==> src/hp_amp_consts.svh <==
// offsets, field positions, reset values and timing counts of the headphone amplifier register bank
// What this block does
// RULE1 - left gain field bits 5:0, 1.5 dB per code, resets to 0x3b
// RULE2 - gain codes 0x00 to 0x14 are reserved and must not be programmed
// RULE3 - code 0x15 is -57 dB, each code adds 1.5 dB, 0x3f is +6 dB
// RULE4 - right gain field bits 5:0, same steps, resets to 0x3b
// RULE5 - right control bit 7 enables right amplifier, resets clear
// RULE6 - right control bit 6 mutes right amplifier, resets set
// RULE7 - right bit 5 ramps gain changes and overrides zero-cross gating
// RULE8 - right bit 4 defers gain change to data zero crossing when not ramping
// RULE9 - right bit 3 drives the output, clear leaves it high impedance
// RULE10 - right bit 2 forces minimum gain regardless of the programmed code
// RULE11 - single-ended control bit 7 enables stereo headset detection, resets clear
// RULE12 - read-only bit 0 reports headset type, 1 stereo, 0 mono
// RULE13 - single-ended control bit 6 enables load detection on both outputs
// RULE14 - read-only bits 2 and 1 report right and left load present
// RULE15 - differential control bit 0 clear selects single-ended, set is reserved
// RULE16 - left control holds the same six control bits at 7 down to 2
// RULE17 - jack insertion confirmed after debounce measurements, removal reported at once
// RULE18 - zero-cross update held in shadow, applied on first data sign change
`ifndef HP_AMP_CONSTS_SVH
`define HP_AMP_CONSTS_SVH

// register offsets
`define HP_OFS_LEFT_CTRL     8'hd0
`define HP_OFS_LEFT_GAIN     8'hd1
`define HP_OFS_RIGHT_CTRL    8'hd2
`define HP_OFS_RIGHT_GAIN    8'hd3
`define HP_OFS_SNGL_CTRL     8'hd4
`define HP_OFS_DIFF_CTRL     8'hd5
`define HP_OFS_JACK_CFG      8'hd8
`define HP_OFS_JACK_CTRL     8'hd9
`define HP_OFS_JACK_STATUS   8'hda

// amplifier control field positions
`define HP_BIT_ENABLE        7
`define HP_BIT_MUTE          6
`define HP_BIT_RAMP          5
`define HP_BIT_ZERO_CROSS    4
`define HP_BIT_DRIVE         3
`define HP_BIT_FORCE_MIN     2

// single-ended and differential fields
`define HP_BIT_STEREO_EN     7
`define HP_BIT_LOAD_EN       6
`define HP_BIT_LOAD_RIGHT    2
`define HP_BIT_LOAD_LEFT     1
`define HP_BIT_STEREO_FLAG   0
`define HP_BIT_DIFF_SEL      0

// jack detect fields
`define HP_BIT_JACK_EN       7
`define HP_MSB_JACK_THR      6
`define HP_LSB_JACK_THR      5
`define HP_MSB_JACK_DEB      4
`define HP_LSB_JACK_DEB      3
`define HP_MSB_JACK_RATE     2
`define HP_LSB_JACK_RATE     0
`define HP_BIT_DISCHARGE     7
`define HP_BIT_HYST          1
`define HP_BIT_COMP_INV      0
`define HP_BIT_COMP_STATUS   4

// gain codes and reset values
`define HP_GAIN_RESET        6'h3b
`define HP_GAIN_MIN          6'h15
`define HP_CTRL_RESET        8'h40
`define HP_JACK_CFG_RESET    8'h0b

// timing: shortest jack measurement interval at the 20 MHz core clock
`define HP_CLK_HZ            20000000
`define HP_JACK_BASE_NS      5000
`define HP_JACK_BASE_CYCLES  ((`HP_JACK_BASE_NS * (`HP_CLK_HZ / 1000000)) / 1000)

`endif

==> src/hp_amp_pkg.sv <==
// types shared by the headphone amplifier register bank
package hp_amp_pkg;

   // control bits of one amplifier channel
   typedef struct packed {
      logic enable;
      logic mute;
      logic ramp;
      logic zero_cross;
      logic drive;
      logic force_min;
   } amp_ctrl_t;

   // what one amplifier channel is told to do
   typedef struct packed {
      logic       enable;
      logic       mute;
      logic       drive;
      logic [5:0] gain;
   } amp_out_t;

   // jack detect configuration handed to the analog detector
   typedef struct packed {
      logic       enable;
      logic [1:0] threshold;
      logic       discharge;
      logic       hysteresis;
   } jack_cfg_t;

endpackage : hp_amp_pkg

==> src/headphone_amp_control_regs.sv <==
// headphone amplifier control registers, load and stereo sensing, jack detect debounce
`include "hp_amp_consts.svh"

module headphone_amp_control_regs #(
   parameter int unsigned JACK_BASE_CYCLES = `HP_JACK_BASE_CYCLES
) (
   input  wire logic                 core_clk,
   input  wire logic                 rst,
   input  wire logic [7:0]           reg_addr,
   input  wire logic                 reg_write,
   input  wire logic                 reg_read,
   input  wire logic [7:0]           reg_wdata,
   output logic      [7:0]           reg_rdata,
   output logic                      reg_rvalid,
   input  wire logic                 sample_valid,
   input  wire logic [1:0]           sample_sign,
   input  wire logic                 stereo_comp_in,
   input  wire logic                 left_load_comp_in,
   input  wire logic                 right_load_comp_in,
   input  wire logic                 jack_comp_in,
   output hp_amp_pkg::amp_out_t      left_out,
   output hp_amp_pkg::amp_out_t      right_out,
   output logic                      stereo_sense_enable,
   output logic                      load_sense_enable,
   output logic                      differential_output_select,
   output hp_amp_pkg::jack_cfg_t     jack_cfg,
   output logic                      jack_present
);

   // ************************************************************
   // storage
   // ************************************************************

   // register contents, index 0 is left and 1 is right
   hp_amp_pkg::amp_ctrl_t ctrl [2];
   logic [5:0]            gain_code [2];
   logic [5:0]            applied [2];
   logic [1:0]            sense_en;
   logic                  diff_sel;
   logic [7:0]            jack_cfg_reg;
   logic [2:0]            jack_ctrl_reg;

   // comparator synchronisers and sensing status
   logic [3:0]            sync_a;
   logic [3:0]            sync_b;
   logic                  stereo_headset_flag;
   logic                  left_load_flag;
   logic                  right_load_flag;
   logic                  jack_comp;

   // jack measurement interval and insertion debounce
   logic [19:0]           meas_count;
   logic                  meas_tick;
   logic [2:0]            deb_count;
   logic [2:0]            deb_need;

   // read data and write strobes
   logic [7:0]            next_rdata;
   logic                  wr_left;
   logic                  wr_right;

   // control register write strobes
   assign wr_left  = reg_write && (reg_addr == `HP_OFS_LEFT_CTRL);
   assign wr_right = reg_write && (reg_addr == `HP_OFS_RIGHT_CTRL);

   // ************************************************************
   // amplifier control registers
   // ************************************************************

   // left control register, same layout as the right one
   always_ff @(posedge core_clk) begin
      if (rst) begin
         ctrl[0].enable     <= 1'b0;
         ctrl[0].mute       <= 1'b1; // RULE16
         ctrl[0].ramp       <= 1'b0;
         ctrl[0].zero_cross <= 1'b0;
         ctrl[0].drive      <= 1'b0;
         ctrl[0].force_min  <= 1'b0;
      end else if (wr_left) begin
         ctrl[0].enable     <= reg_wdata[`HP_BIT_ENABLE];     // RULE16
         ctrl[0].mute       <= reg_wdata[`HP_BIT_MUTE];
         ctrl[0].ramp       <= reg_wdata[`HP_BIT_RAMP];
         ctrl[0].zero_cross <= reg_wdata[`HP_BIT_ZERO_CROSS];
         ctrl[0].drive      <= reg_wdata[`HP_BIT_DRIVE];
         ctrl[0].force_min  <= reg_wdata[`HP_BIT_FORCE_MIN];
      end
   end

   // right control register
   // reset leaves the amplifier disabled, muted and undriven
   always_ff @(posedge core_clk) begin
      if (rst) begin
         ctrl[1].enable     <= 1'b0; // RULE5
         ctrl[1].mute       <= 1'b1; // RULE6
         ctrl[1].ramp       <= 1'b0;
         ctrl[1].zero_cross <= 1'b0;
         ctrl[1].drive      <= 1'b0; // RULE9
         ctrl[1].force_min  <= 1'b0;
      end else if (wr_right) begin
         ctrl[1].enable     <= reg_wdata[`HP_BIT_ENABLE];     // RULE5
         ctrl[1].mute       <= reg_wdata[`HP_BIT_MUTE];       // RULE6
         ctrl[1].ramp       <= reg_wdata[`HP_BIT_RAMP];       // RULE7
         ctrl[1].zero_cross <= reg_wdata[`HP_BIT_ZERO_CROSS]; // RULE8
         ctrl[1].drive      <= reg_wdata[`HP_BIT_DRIVE];      // RULE9
         ctrl[1].force_min  <= reg_wdata[`HP_BIT_FORCE_MIN];  // RULE10
      end
   end

   // gain registers, stored as written
   always_ff @(posedge core_clk) begin
      if (rst) begin
         gain_code[0] <= `HP_GAIN_RESET; // RULE1
         gain_code[1] <= `HP_GAIN_RESET; // RULE4
      end else if (reg_write && reg_addr == `HP_OFS_LEFT_GAIN) begin
         gain_code[0] <= reg_wdata[5:0]; // RULE1
      end else if (reg_write && reg_addr == `HP_OFS_RIGHT_GAIN) begin
         gain_code[1] <= reg_wdata[5:0]; // RULE4
      end
   end

   // sense enables and output mode
   always_ff @(posedge core_clk) begin
      if (rst) begin
         sense_en <= 2'h0;
         diff_sel <= 1'b0;
      end else if (reg_write && reg_addr == `HP_OFS_SNGL_CTRL) begin
         sense_en <= {reg_wdata[`HP_BIT_STEREO_EN], reg_wdata[`HP_BIT_LOAD_EN]}; // RULE11 RULE13
      end else if (reg_write && reg_addr == `HP_OFS_DIFF_CTRL) begin
         diff_sel <= reg_wdata[`HP_BIT_DIFF_SEL]; // RULE15
      end
   end

   // jack detect configuration registers
   // of the control register only bits 7, 1 and 0 are kept
   always_ff @(posedge core_clk) begin
      if (rst) begin
         jack_cfg_reg  <= `HP_JACK_CFG_RESET;
         jack_ctrl_reg <= 3'h0;
      end else if (reg_write && reg_addr == `HP_OFS_JACK_CFG) begin
         jack_cfg_reg <= reg_wdata;
      end else if (reg_write && reg_addr == `HP_OFS_JACK_CTRL) begin
         jack_ctrl_reg <= {reg_wdata[`HP_BIT_DISCHARGE], reg_wdata[`HP_BIT_HYST],
                           reg_wdata[`HP_BIT_COMP_INV]};
      end
   end

   // ************************************************************
   // gain application, one stepper per channel
   // ************************************************************

   // channel 0 is left, channel 1 is right
   // the stepper holds the live gain, the gain register is its shadow
   for (genvar ch = 0; ch < 2; ch++) begin : g_chan
      gain_stepper u_stepper (
         .core_clk     (core_clk),
         .rst          (rst),
         .target       (gain_code[ch]),
         .ramp         (ctrl[ch].ramp),       // RULE7
         .zero_cross   (ctrl[ch].zero_cross), // RULE8
         .force_min    (ctrl[ch].force_min),  // RULE10
         .sample_valid (sample_valid),
         .sample_sign  (sample_sign[ch]),
         .applied_gain (applied[ch])
      );
   end

   // amplifier commands, registered
   always_ff @(posedge core_clk) begin
      if (rst) begin
         left_out  <= '{enable: 1'b0, mute: 1'b1, drive: 1'b0, gain: `HP_GAIN_RESET};
         right_out <= '{enable: 1'b0, mute: 1'b1, drive: 1'b0, gain: `HP_GAIN_RESET};
      end else begin
         left_out  <= '{enable: ctrl[0].enable, mute: ctrl[0].mute,
                        drive: ctrl[0].drive, gain: applied[0]};   // RULE16
         right_out <= '{enable: ctrl[1].enable, mute: ctrl[1].mute,
                        drive: ctrl[1].drive, gain: applied[1]};   // RULE5 RULE6 RULE9
      end
   end

   // enables and output mode go straight from their register bits
   assign stereo_sense_enable        = sense_en[1];
   assign load_sense_enable          = sense_en[0];
   assign differential_output_select = diff_sel;

   // jack configuration handed to the detector
   always_ff @(posedge core_clk) begin
      if (rst) begin
         jack_cfg <= '0;
      end else begin
         jack_cfg <= '{enable:     jack_cfg_reg[`HP_BIT_JACK_EN],
                       threshold:  jack_cfg_reg[`HP_MSB_JACK_THR:`HP_LSB_JACK_THR],
                       discharge:  jack_ctrl_reg[2],
                       hysteresis: jack_ctrl_reg[1]};
      end
   end

   // ************************************************************
   // comparator inputs and sensing status
   // ************************************************************

   // two-flop synchronisers for the analog comparators
   // only sync_b feeds logic, sync_a may still be settling
   always_ff @(posedge core_clk) begin
      if (rst) begin
         sync_a <= 4'h0;
         sync_b <= 4'h0;
      end else begin
         sync_a <= {jack_comp_in, right_load_comp_in, left_load_comp_in, stereo_comp_in};
         sync_b <= sync_a;
      end
   end

   // status reads clear while the matching sense function is off
   // the inversion bit applies to the jack comparator only
   always_ff @(posedge core_clk) begin
      if (rst) begin
         stereo_headset_flag <= 1'b0;
         left_load_flag      <= 1'b0;
         right_load_flag     <= 1'b0;
         jack_comp           <= 1'b0;
      end else begin
         stereo_headset_flag <= sense_en[1] & sync_b[0]; // RULE12
         left_load_flag      <= sense_en[0] & sync_b[1]; // RULE14
         right_load_flag     <= sense_en[0] & sync_b[2]; // RULE14
         jack_comp           <= sync_b[3] ^ jack_ctrl_reg[0];
      end
   end

   // ************************************************************
   // jack detection with insertion debounce
   // ************************************************************

   // measurement interval is the base interval doubled per rate code
   always_ff @(posedge core_clk) begin
      if (rst || !jack_cfg_reg[`HP_BIT_JACK_EN] || meas_tick) begin
         meas_count <= 20'h00000;
      end else begin
         meas_count <= meas_count + 20'h00001;
      end
   end

   // tick on the last cycle of each interval
   assign meas_tick = (meas_count == 20'((JACK_BASE_CYCLES << jack_cfg_reg[`HP_MSB_JACK_RATE:`HP_LSB_JACK_RATE])
                                         - 1));

   // code 0 needs one measurement, codes 1..3 need 2..4
   assign deb_need  = (jack_cfg_reg[`HP_MSB_JACK_DEB:`HP_LSB_JACK_DEB] == 2'h0) ? 3'h1
                    : {1'b0, jack_cfg_reg[`HP_MSB_JACK_DEB:`HP_LSB_JACK_DEB]} + 3'h1;

   // insertion counts consecutive high measurements, removal clears at once
   // a low comparator wins over a tick in the same cycle
   always_ff @(posedge core_clk) begin
      if (rst || !jack_cfg_reg[`HP_BIT_JACK_EN]) begin
         deb_count    <= 3'h0;
         jack_present <= 1'b0;
      end else if (!jack_comp) begin
         deb_count    <= 3'h0;
         jack_present <= 1'b0; // RULE17
      end else if (meas_tick && !jack_present) begin
         if (deb_count + 3'h1 >= deb_need) begin
            jack_present <= 1'b1; // RULE17
         end else begin
            deb_count <= deb_count + 3'h1;
         end
      end
   end

   // ************************************************************
   // read port
   // ************************************************************

   // read data mux, reserved bits and unmapped offsets read zero
   always_comb begin
      next_rdata = 8'h00;
      unique case (reg_addr)
         `HP_OFS_LEFT_CTRL:   next_rdata = {ctrl[0], 2'h0};
         `HP_OFS_LEFT_GAIN:   next_rdata = {2'h0, gain_code[0]};
         `HP_OFS_RIGHT_CTRL:  next_rdata = {ctrl[1], 2'h0};
         `HP_OFS_RIGHT_GAIN:  next_rdata = {2'h0, gain_code[1]};
         `HP_OFS_SNGL_CTRL:   next_rdata = {sense_en, 3'h0, right_load_flag, left_load_flag,
                                            stereo_headset_flag}; // RULE12 RULE14
         `HP_OFS_DIFF_CTRL:   next_rdata = {7'h00, diff_sel};
         `HP_OFS_JACK_CFG:    next_rdata = jack_cfg_reg;
         `HP_OFS_JACK_CTRL:   next_rdata = {jack_ctrl_reg[2], 5'h00, jack_ctrl_reg[1:0]};
         `HP_OFS_JACK_STATUS: next_rdata = {3'h0, jack_comp, 4'h0};
         default:             next_rdata = 8'h00;
      endcase
   end

   // read answer one cycle after the strobe
   // reg_rdata holds its value until the next read
   always_ff @(posedge core_clk) begin
      if (rst) begin
         reg_rdata  <= 8'h00;
         reg_rvalid <= 1'b0;
      end else begin
         reg_rvalid <= reg_read;
         if (reg_read) begin
            reg_rdata <= next_rdata;
         end
      end
   end

endmodule : headphone_amp_control_regs

==> src/gain_stepper.sv <==
// per-channel gain application: instant, ramped, zero-cross deferred, forced minimum
`include "hp_amp_consts.svh"

module gain_stepper (
   input  wire logic       core_clk,
   input  wire logic       rst,
   input  wire logic [5:0] target,
   input  wire logic       ramp,
   input  wire logic       zero_cross,
   input  wire logic       force_min,
   input  wire logic       sample_valid,
   input  wire logic       sample_sign,
   output logic      [5:0] applied_gain
);

   logic [5:0] active;
   logic [5:0] safe_target;
   logic       last_sign;
   logic       sign_change;

   // reserved codes below the bottom of the scale are clamped to it
   assign safe_target = (target < `HP_GAIN_MIN) ? `HP_GAIN_MIN : target; // RULE2
   assign sign_change = sample_valid && (sample_sign != last_sign);

   // remember the sign of the last audio sample
   always_ff @(posedge core_clk) begin
      if (rst) begin
         last_sign <= 1'b0;
      end else if (sample_valid) begin
         last_sign <= sample_sign;
      end
   end

   // move the live gain toward the register value (register is the shadow)
   always_ff @(posedge core_clk) begin
      if (rst) begin
         active <= `HP_GAIN_RESET;
      end else if (ramp) begin
         if (sample_valid && active < safe_target) begin
            active <= active + 6'h01; // RULE7
         end else if (sample_valid && active > safe_target) begin
            active <= active - 6'h01; // RULE7
         end
      end else if (zero_cross) begin
         if (sign_change) begin
            active <= safe_target; // RULE8 RULE18
         end
      end else begin
         active <= safe_target; // RULE3
      end
   end

   // minimum gain overrides the live gain
   always_ff @(posedge core_clk) begin
      if (rst) begin
         applied_gain <= `HP_GAIN_RESET;
      end else begin
         applied_gain <= force_min ? `HP_GAIN_MIN : active; // RULE10
      end
   end

endmodule : gain_stepper

==> config.mk <==
export PLATFORM = sky130hd
export DESIGN_NAME = headphone_amp_control_regs
export DESIGN_NICKNAME = d
export VERILOG_FILES = /design/src/hp_amp_pkg.sv /design/src/headphone_amp_control_regs.sv /design/src/gain_stepper.sv
export VERILOG_INCLUDE_DIRS = /design/src /design/src/src
export SDC_FILE = /design/constraint.sdc
export NUM_CORES = 1
export LEC_CHECK = 0
export BUFFER_PORTS_ARGS = -buffer_cell sky130_fd_sc_hd__buf_4
export CAP_MARGIN = 10
export CORE_ASPECT_RATIO = 0.7
export CORE_MARGIN = 4
export CORE_UTILIZATION = 59
export CTS_CLUSTER_DIAMETER = 80
export DETAILED_ROUTE_END_ITERATION = 8
export PLACE_DENSITY = 0.79
export RECOVER_POWER = 100
export SYNTH_ARGS = -nofsm -noshare
export SYNTH_HDL_FRONTEND = slang
export SYNTH_SLANG_ARGS = --single-unit
==> constraint.sdc <==
create_clock -name core_clk -period 4.3 [get_ports core_clk]
set_clock_uncertainty 0.15 [all_clocks]
set_input_delay 0.86 -clock core_clk [delete_from_list [all_inputs] [get_ports core_clk]]
set_output_delay 0.86 -clock core_clk [all_outputs]
set_load 0.05 [all_outputs]
==> key figures, run 1 <==
Setup path
  • Arrival time at the worst endpoint: 3840 ps
  • CP Launch Type: register
  • Worst-path cell chain: inv_1 > ha_1 > nand2b_1 > ha_1 > xnor2_1 > nor4_1 > nand4_1 > or4_1 > o31ai_4 > clkbuf_2 > nor2_1
  • Slowest CP cell: dfxtp_1
  • Max stage delay on crit path: approximately 600 ps
  • CP most frequent cell: ha_1
  • CP endpoint kind: register
  • Crit-path max FO: 20
  • CP Class: register to register
  • WP data required: 4420 ps

Global route
  • Vias in the first global route: 5157
  • Gr usage total: 0.273
  • Initial antenna violation count: 0
  • GRT overflow: 0
  • First-pass GRT wire length: 27100 um
  • Largest net degree at the start of global routing: 71

Layout
  • Most frequent cells in the layout: 108 x dfxtp_1, 55 x nor2_1, 42 x nand2_1, 41 x clkbuf_1, 33 x a21oi_1
  • Fin nets: 792
  • ANT cells: 0
  • Max reg flops: 20
  • Share of cells above drive strength 1: 0.132
  • Final instance area: 7420 um^2
  • Area grow syn2layout: 13.5%
  • Most common cell after layout, fill and taps aside: dfxtp_1
  • Filler instances: 830

Drt
  • Drt wl/cell: 18.9 um
  • Drt first pass iters: 8
  • First-iteration detailed-routing DRC count: between 700 and 800
  • Total number of vias: 5366
  • DRT Wirelength: 16900 um
  • DR vias/cell: 6.02
  • Antenna-violating nets left: 0
  • Drc violations: 0

Synth
  • Avg Cell Area, Syn: 9.66 um^2
  • Primary FF master, synth: dfxtp_1
  • Post-Syn Instances: 677
  • Async SR Flop Fraction: 0
  • Number of synthesized flops with an enable pin: 24
  • Yosys reg bits: between 100 and 150
  • Synth cell types: 70
  • Seq/Total Area, Yosys: 0.441
  • Synthesized cell area: about 6500 um^2
  • Mapped Nets: 738
  • Synth Warn #: 0

Clock tree
  • CTS sink count: 132
  • CTS tree: yes
  • Root cell of the clock tree: clkbuf_16
  • Post-CTS setup buffers: 0
  • Post-CTS Hold Fix Bufs: 0
  • CTS buffer count: 17
  • H-tree levels: 4
  • Later-pin clock latency in the skew report: 410 ps
  • Post-CTS Resized: 0
  • Clock slew seen by the registers of the worst setup and hold paths: 60 ps
  • Clock tree buffer depth: 2

Power
  • P per Cell Area: 412 nW/um^2
  • Static leakage: 2.90 nW
  • Peak supply drop: roughly 0.31 mV
  • Total power: 3.06 mW

STA
  • Worst Hold Margin: ~260 ps
  • Measured slew at the worst slew-check pin: 1370 ps
  • Final worst-path setup slack: 585 ps
  • Period utilization: 0.864
  • # setup viols final: 0
  • RSZ-0062 raised after global routing: false
  • Tmin final: roughly 3700 ps
  • Slew Limit Fails: 0
  • Max Freq: ~270 MHz
  • Post-Route Setup TNS: 0 ps
  • Slew headroom: 0.0886
  • Final Hold Viols: 0

Floorplan
  • CORE AREA: approximately 11000 um^2
  • Starting Density: 0.618
  • Die area: between 10000 and 15000 um^2
  • Cell Rows: 31
  • Die extent in y: ~96 um
  • Top Ports: 63
  • Die X: 134 um

Run status
  • Outcome: finished clean

Placed design
  • Post-Place Setup Slack: between 700 and 800 ps
  • Final HPWL DP: 12100 um
  • GP Congestion: ~1.0
  • Area post-placement: 7080 um^2
  • I/O Buffers: between 60 and 70

Run
  • Max-Cap Viols: 0

Worst hold path
  • Min-Delay Path Class: register to register
logic make-up after synthesis:
logic type               Yosys count  synth area share
AO/OA/AOI/OAI                    117             0.121
multiplexers                      23            0.0432
AND/OR/NAND/NOR                  264             0.224
flip-flops                       132             0.441
adder cells (fa/ha/maj)           34            0.0673
XOR/XNOR                          46            0.0649
buffers and inverters             61            0.0392
worst paths after layout:
path                                                           from             end  slack, ps  cells after the start
worst max-delay path                                jack_cfg_reg[1]  meas_count[10]        590                     11
worst max register to register                      jack_cfg_reg[1]  meas_count[10]        590                     11
worst min register to register  g_chan[0].u_stepper.applied_gain[3]     left_out[3]        260                      1
worst min-delay path            g_chan[0].u_stepper.applied_gain[3]     left_out[3]        260                      1
final cells by class:
type	count	area (um^2)	area share
Tap cell	148	185	0.0250
Inverter	29	109	0.0147
Multi-Input combinational cell	484	3350	0.451
Clock buffer	21	460	0.0620
Sequential cell	132	2880	0.388
Clock inverter	11	85.1	0.0115
Timing Repair Buffer	67	352	0.0474
synthesized netlist by cell type, types with 3 or more instances:
cell,instances,share of area
a22o_1,4,0.0054
buf_1,3,0.0017
nand3_1,26,0.020
nor3b_1,3,0.0034
nor2b_1,24,0.023
o21ai_0,23,0.018
a21oi_1,33,0.025
edfxtp_1,24,0.11
clkbuf_1,24,0.014
dfxtp_1,108,0.33
o22ai_1,5,0.0048
and4_1,6,0.0080
xor2_1,21,0.028
nor2_2,20,0.019
xnor2_1,23,0.031
and3_1,6,0.0057
mux4_2,3,0.010
buf_6,3,0.0052
or2_2,14,0.013
a221oi_1,4,0.0054
o21a_1,3,0.0034
nor4_1,5,0.0048
nand2b_1,12,0.011
nor3_1,11,0.0084
o211ai_1,6,0.0069
a22oi_1,5,0.0057
or3_1,8,0.0077
inv_1,27,0.015
nand2_1,42,0.024
nand4_1,11,0.011
nor2_1,50,0.029
mux2i_1,17,0.026
and2_1,14,0.013
a21o_1,15,0.017
ha_1,32,0.061
power breakdown:
| group | switching (mW) | leakage [nW] | internal (mW) |
|---|---|---|---|
| Combinational | 0.215 | 1.52 | 0.149 |
| Sequential | 0.0488 | 1.12 | 1.31 |
| Clock | 0.522 | 0.265 | 0.815 |
worst max-delay path, delay by kind of cell (launching register included):
| family | cells | cell delay (ps) |
|---|---|---|
| DFF | 1 | 610 |
| AOI/OAI and AO/OA | 1 | 220 |
| and+or+nand+nor | 5 | 1260 |
| xor gates and xnor gates | 1 | 160 |
| adders and majority gates | 2 | 530 |
| buffers and inverters | 2 | 630 |
layer usage:
layer / track usage / part of all wire
met5: 0 / 0
met1: 0.377 / 0.45
met4: 0.0608 / 0.0085
met2: 0.404 / 0.42
met3: 0.110 / 0.12
stage by stage:
stage	util	instances
after detailed placement	0.669	860
after CTS	0.720	892
after global routing	0.701	892
after global placement	0.669	860
final	0.701	892
after floorplan	-	677
Power figures use the tool's default switching activity.
==> run 2, diff against run 1 <==
- ABC_AREA: not set -> 1
- PLACE_DENSITY: 0.79 -> 0.8
==> key figures, run 2 <==
Floorplan
  • Starting Density: 0.613 (-0.00461)
  • Die X: 133 um (-0.69%)
  • Top Ports: 63 (unchanged)
  • CORE AREA: 10500 um^2 (-0.73%)
  • Die area: 12700 um^2 (-1.4%)
  • Cell Rows: 31 (unchanged)
  • Die extent in y: 95.4 um (-0.68%)

Synth
  • Top cell type by total area after synthesis: dfxtp_1
  • Number of synthesized flops with an enable pin: 24 (unchanged)
  • Top post-synthesis cells by area: dfxtp_1 34%, edfxtp_1 11%, nand2_1 10%
  • Mapped Nets: 918 (+24%)
  • Top post-synthesis cells by count: 177 x nand2_1, 128 x nor2_1, 123 x inv_1, 108 x dfxtp_1, 53 x o21ai_0
  • Yosys reg bits: 132 (unchanged)
  • Seq/Total Area, Yosys: 0.447 (+0.00659)
  • Cell with the most instances after synthesis: nand2_1
  • Avg Cell Area, Syn: 7.52 um^2 (-22%)
  • Primary FF master, synth: dfxtp_1
  • Async SR Flop Fraction: 0 (unchanged)
  • Synthesized cell area: 6440 um^2 (-1.5%)
  • Synth top area share: 0.336 (+0.00494)
  • Synth cell types: 39 (-44%)
  • Synth Warn #: 0 (unchanged)
  • Post-Syn Instances: 857 (+27%)

Global route
  • Largest net degree at the start of global routing: 59 (-17%)
  • GRT overflow: 0 (unchanged)
  • First-pass GRT wire length: 26600 um (-1.8%)
  • Vias in the first global route: 5415 (+5.0%)
  • Gr usage total: 0.267 (-0.00563)
  • Initial antenna violation count: 0 (unchanged)

Drt
  • Drc violations: 0 (unchanged)
  • Drt first pass iters: 5 (-3)
  • First-iteration detailed-routing DRC count: 539 (-31%)
  • DRT Wirelength: 16500 um (-2.2%)
  • Antenna-violating nets left: 0 (unchanged)
  • Drt wl/cell: 15.2 um (-20%)
  • Total number of vias: 5900 (+10%)
  • DR vias/cell: 5.43 (-9.7%)

Power
  • Static leakage: 3.32 nW (+14%)
  • P per Cell Area: 412 nW/um^2 (about the same)
  • Total power: 3.08 mW (+0.64%)
  • Peak supply drop: 0.262 mV (-15%)

Clock tree
  • H-tree levels: 4 (unchanged)
  • Later-pin clock latency in the skew report: 420 ps (about the same)
  • Clock tree buffer depth: 2 (unchanged)
  • Clock slew seen by the registers of the worst setup and hold paths: 70 ps (about the same)
  • Post-CTS Hold Fix Bufs: 0 (unchanged)
  • CTS sink count: 132 (unchanged)
  • CTS buffer count: 17 (unchanged)
  • Post-CTS setup buffers: 0 (unchanged)
  • Root cell of the clock tree: clkbuf_16
  • CTS tree: yes
  • Post-CTS Resized: 0 (unchanged)

Layout
  • Share of cells above drive strength 1: 0.0864 (-0.0454)
  • Most frequent cells in the layout: 177 x nand2_1, 129 x nor2_1, 123 x inv_1, 108 x dfxtp_1, 53 x o21ai_0
  • Final instance area: 7470 um^2 (+0.66%)
  • ANT cells: 0 (unchanged)
  • Fin nets: 986 (+24%)
  • Most common cell after layout, fill and taps aside: nand2_1
  • Max reg flops: 20 (unchanged)
  • Filler instances: 860 (+3.6%)
  • Area grow syn2layout: 15.9%

Setup path
  • CP Class: register to register
  • Setup slack, reg-to-reg: 710 ps (+120 ps)
  • CP Launch Point: gain_code[0][8]
  • RR Startpoint: gain_code[0][8]
  • Max stage delay on crit path: 400 ps (-210 ps)
  • Arrival time at the worst endpoint: 3750 ps (-90 ps)
  • Crit-path max FO: 6 (-70%)
  • Slowest CP cell: edfxtp_1
  • Crit path to: g_chan[1].u_stepper.active[5]
  • WP data required: 4460 ps (+40 ps)
  • FF-to-FF path depth: 21 (+10)
  • CP most frequent cell: nand2_1
  • CP endpoint kind: register
  • CP Launch Type: register
  • Reg-to-reg endpoint: g_chan[1].u_stepper.active[5]
  • Worst-path cell chain: o21a_1 > nor2_1 > o21ai_0 > inv_1 > nor2_1 > inv_1 > ha_1 > nand2_1 > nor2_1 > o21ai_0 > nand3_1 > ha_1 > nand2_1 > nand2_1 > a21oi_1 > or2_2 > nand2_1 > a21oi_1 > xor2_1 > o21ai_0 > nand2_1

STA
  • Slew headroom: 0.366 (+0.277)
  • Final Hold Viols: 0 (unchanged)
  • RSZ-0062 raised after global routing: false
  • Period utilization: 0.835 (-0.0288)
  • Measured slew at the worst slew-check pin: 948 ps (-419 ps)
  • # setup viols final: 0 (unchanged)
  • Tmin final: 3590 ps (-124 ps)
  • Final worst-path setup slack: 709 ps (+124 ps)
  • Max Freq: 278 MHz (+3.4%)
  • Post-Route Setup TNS: 0 ps (unchanged)
  • Slew Limit Fails: 0 (unchanged)

Placed design
  • I/O Buffers: 62 (unchanged)
  • GP Congestion: 0.938 (-9.4%)
  • Final HPWL DP: 12200 um (+1.1%)
  • Post-Place Setup Slack: 738 ps (+2.71 ps)
  • Area post-placement: 7040 um^2 (-0.64%)

Run status
  • Outcome: finished clean

Run
  • Max-Cap Viols: 0 (unchanged)

Worst hold path
  • Min-Delay Path Class: register to register
-- run 2: cell count changes after synthesis, sizes merged, moves of 19 or more --
cell   previous run  this run
inv              28       124
o21ai            23        56
nand2            43       178
nor2             70       131
xnor2            24         5
nor2b            24         0
nand3            27        48
-- run 2: cell type report --
class,count,area [um^2],area share
clock inverter,14,129,0.0173
tap,148,185,0.0248
clock buffer,18,450,0.0603
sequential,132,2880,0.386
multi-input combinational,583,3010,0.403
inverter,127,477,0.0638
timing repair buffer,64,338,0.0452
-- run 2: cell families after synthesis --
kind of cell | after synthesis | synth area share
buf+inv | 142 | 0.0854
xor+xnor | 21 | 0.0285
flops | 132 | 0.447
fa+ha+maj | 34 | 0.0683
compound gates | 135 | 0.117
simple gates | 393 | 0.253
-- run 2: per-stage QoR --
step / util / hold slack, ps / std cells
after floorplan: - / 238 / 857
after detailed placement: 0.669 / 248 / 1054
after global routing: 0.711 / 264 / 1086
final: 0.711 / 251 / 1086
after CTS: 0.724 / 255 / 1086
after global placement: 0.669 / 241 / 1054
-- run 2: critical path: cells and delay by family, from the launching register on --
kind,cells,cell delay (ps)
AO/OA/AOI/OAI,6,830
XOR/XNOR,1,140
adder cells (fa/ha/maj),2,650
buffers and inverters,2,190
flip-flops,1,400
AND/OR/NAND/NOR,10,1120
-- run 2: power breakdown --
| part | total [mW] | internal, mW | switching [mW] |
|---|---|---|---|
| combinational | 0.319 | 0.113 | 0.206 |
| clock | 1.42 | 0.801 | 0.618 |
| sequential | 1.34 | 1.31 | 0.0350 |
| total | 3.08 | 2.22 | 0.859 |
-- run 2: how the worst min path moves through the flow --
stage,depth (start not counted),to,slack (ps),start
after floorplan,2,left_out[2],240,g_chan[0].u_stepper.applied_gain[2]
after global routing,1,right_out[5],260,g_chan[1].u_stepper.applied_gain[5]
after detailed placement,1,left_out[3],250,g_chan[0].u_stepper.applied_gain[3]
final,1,right_out[5],250,g_chan[1].u_stepper.applied_gain[5]
after global placement,1,right_out[3],240,g_chan[1].u_stepper.applied_gain[3]
after CTS,2,right_out[2],260,g_chan[1].u_stepper.applied_gain[2]
-- run 2: layer usage --
| layer | vias up | track usage | wire length, um |
|---|---|---|---|
| li1 | 2891 | - | - |
| met1 | 2670 | 0.366 | 7550 |
| met2 | 312 | 0.414 | 7130 |
| met3 | 27 | 0.0738 | 1590 |
| met4 | 0 | 0.0813 | 245 |
| met5 | - | 0 | 0 |
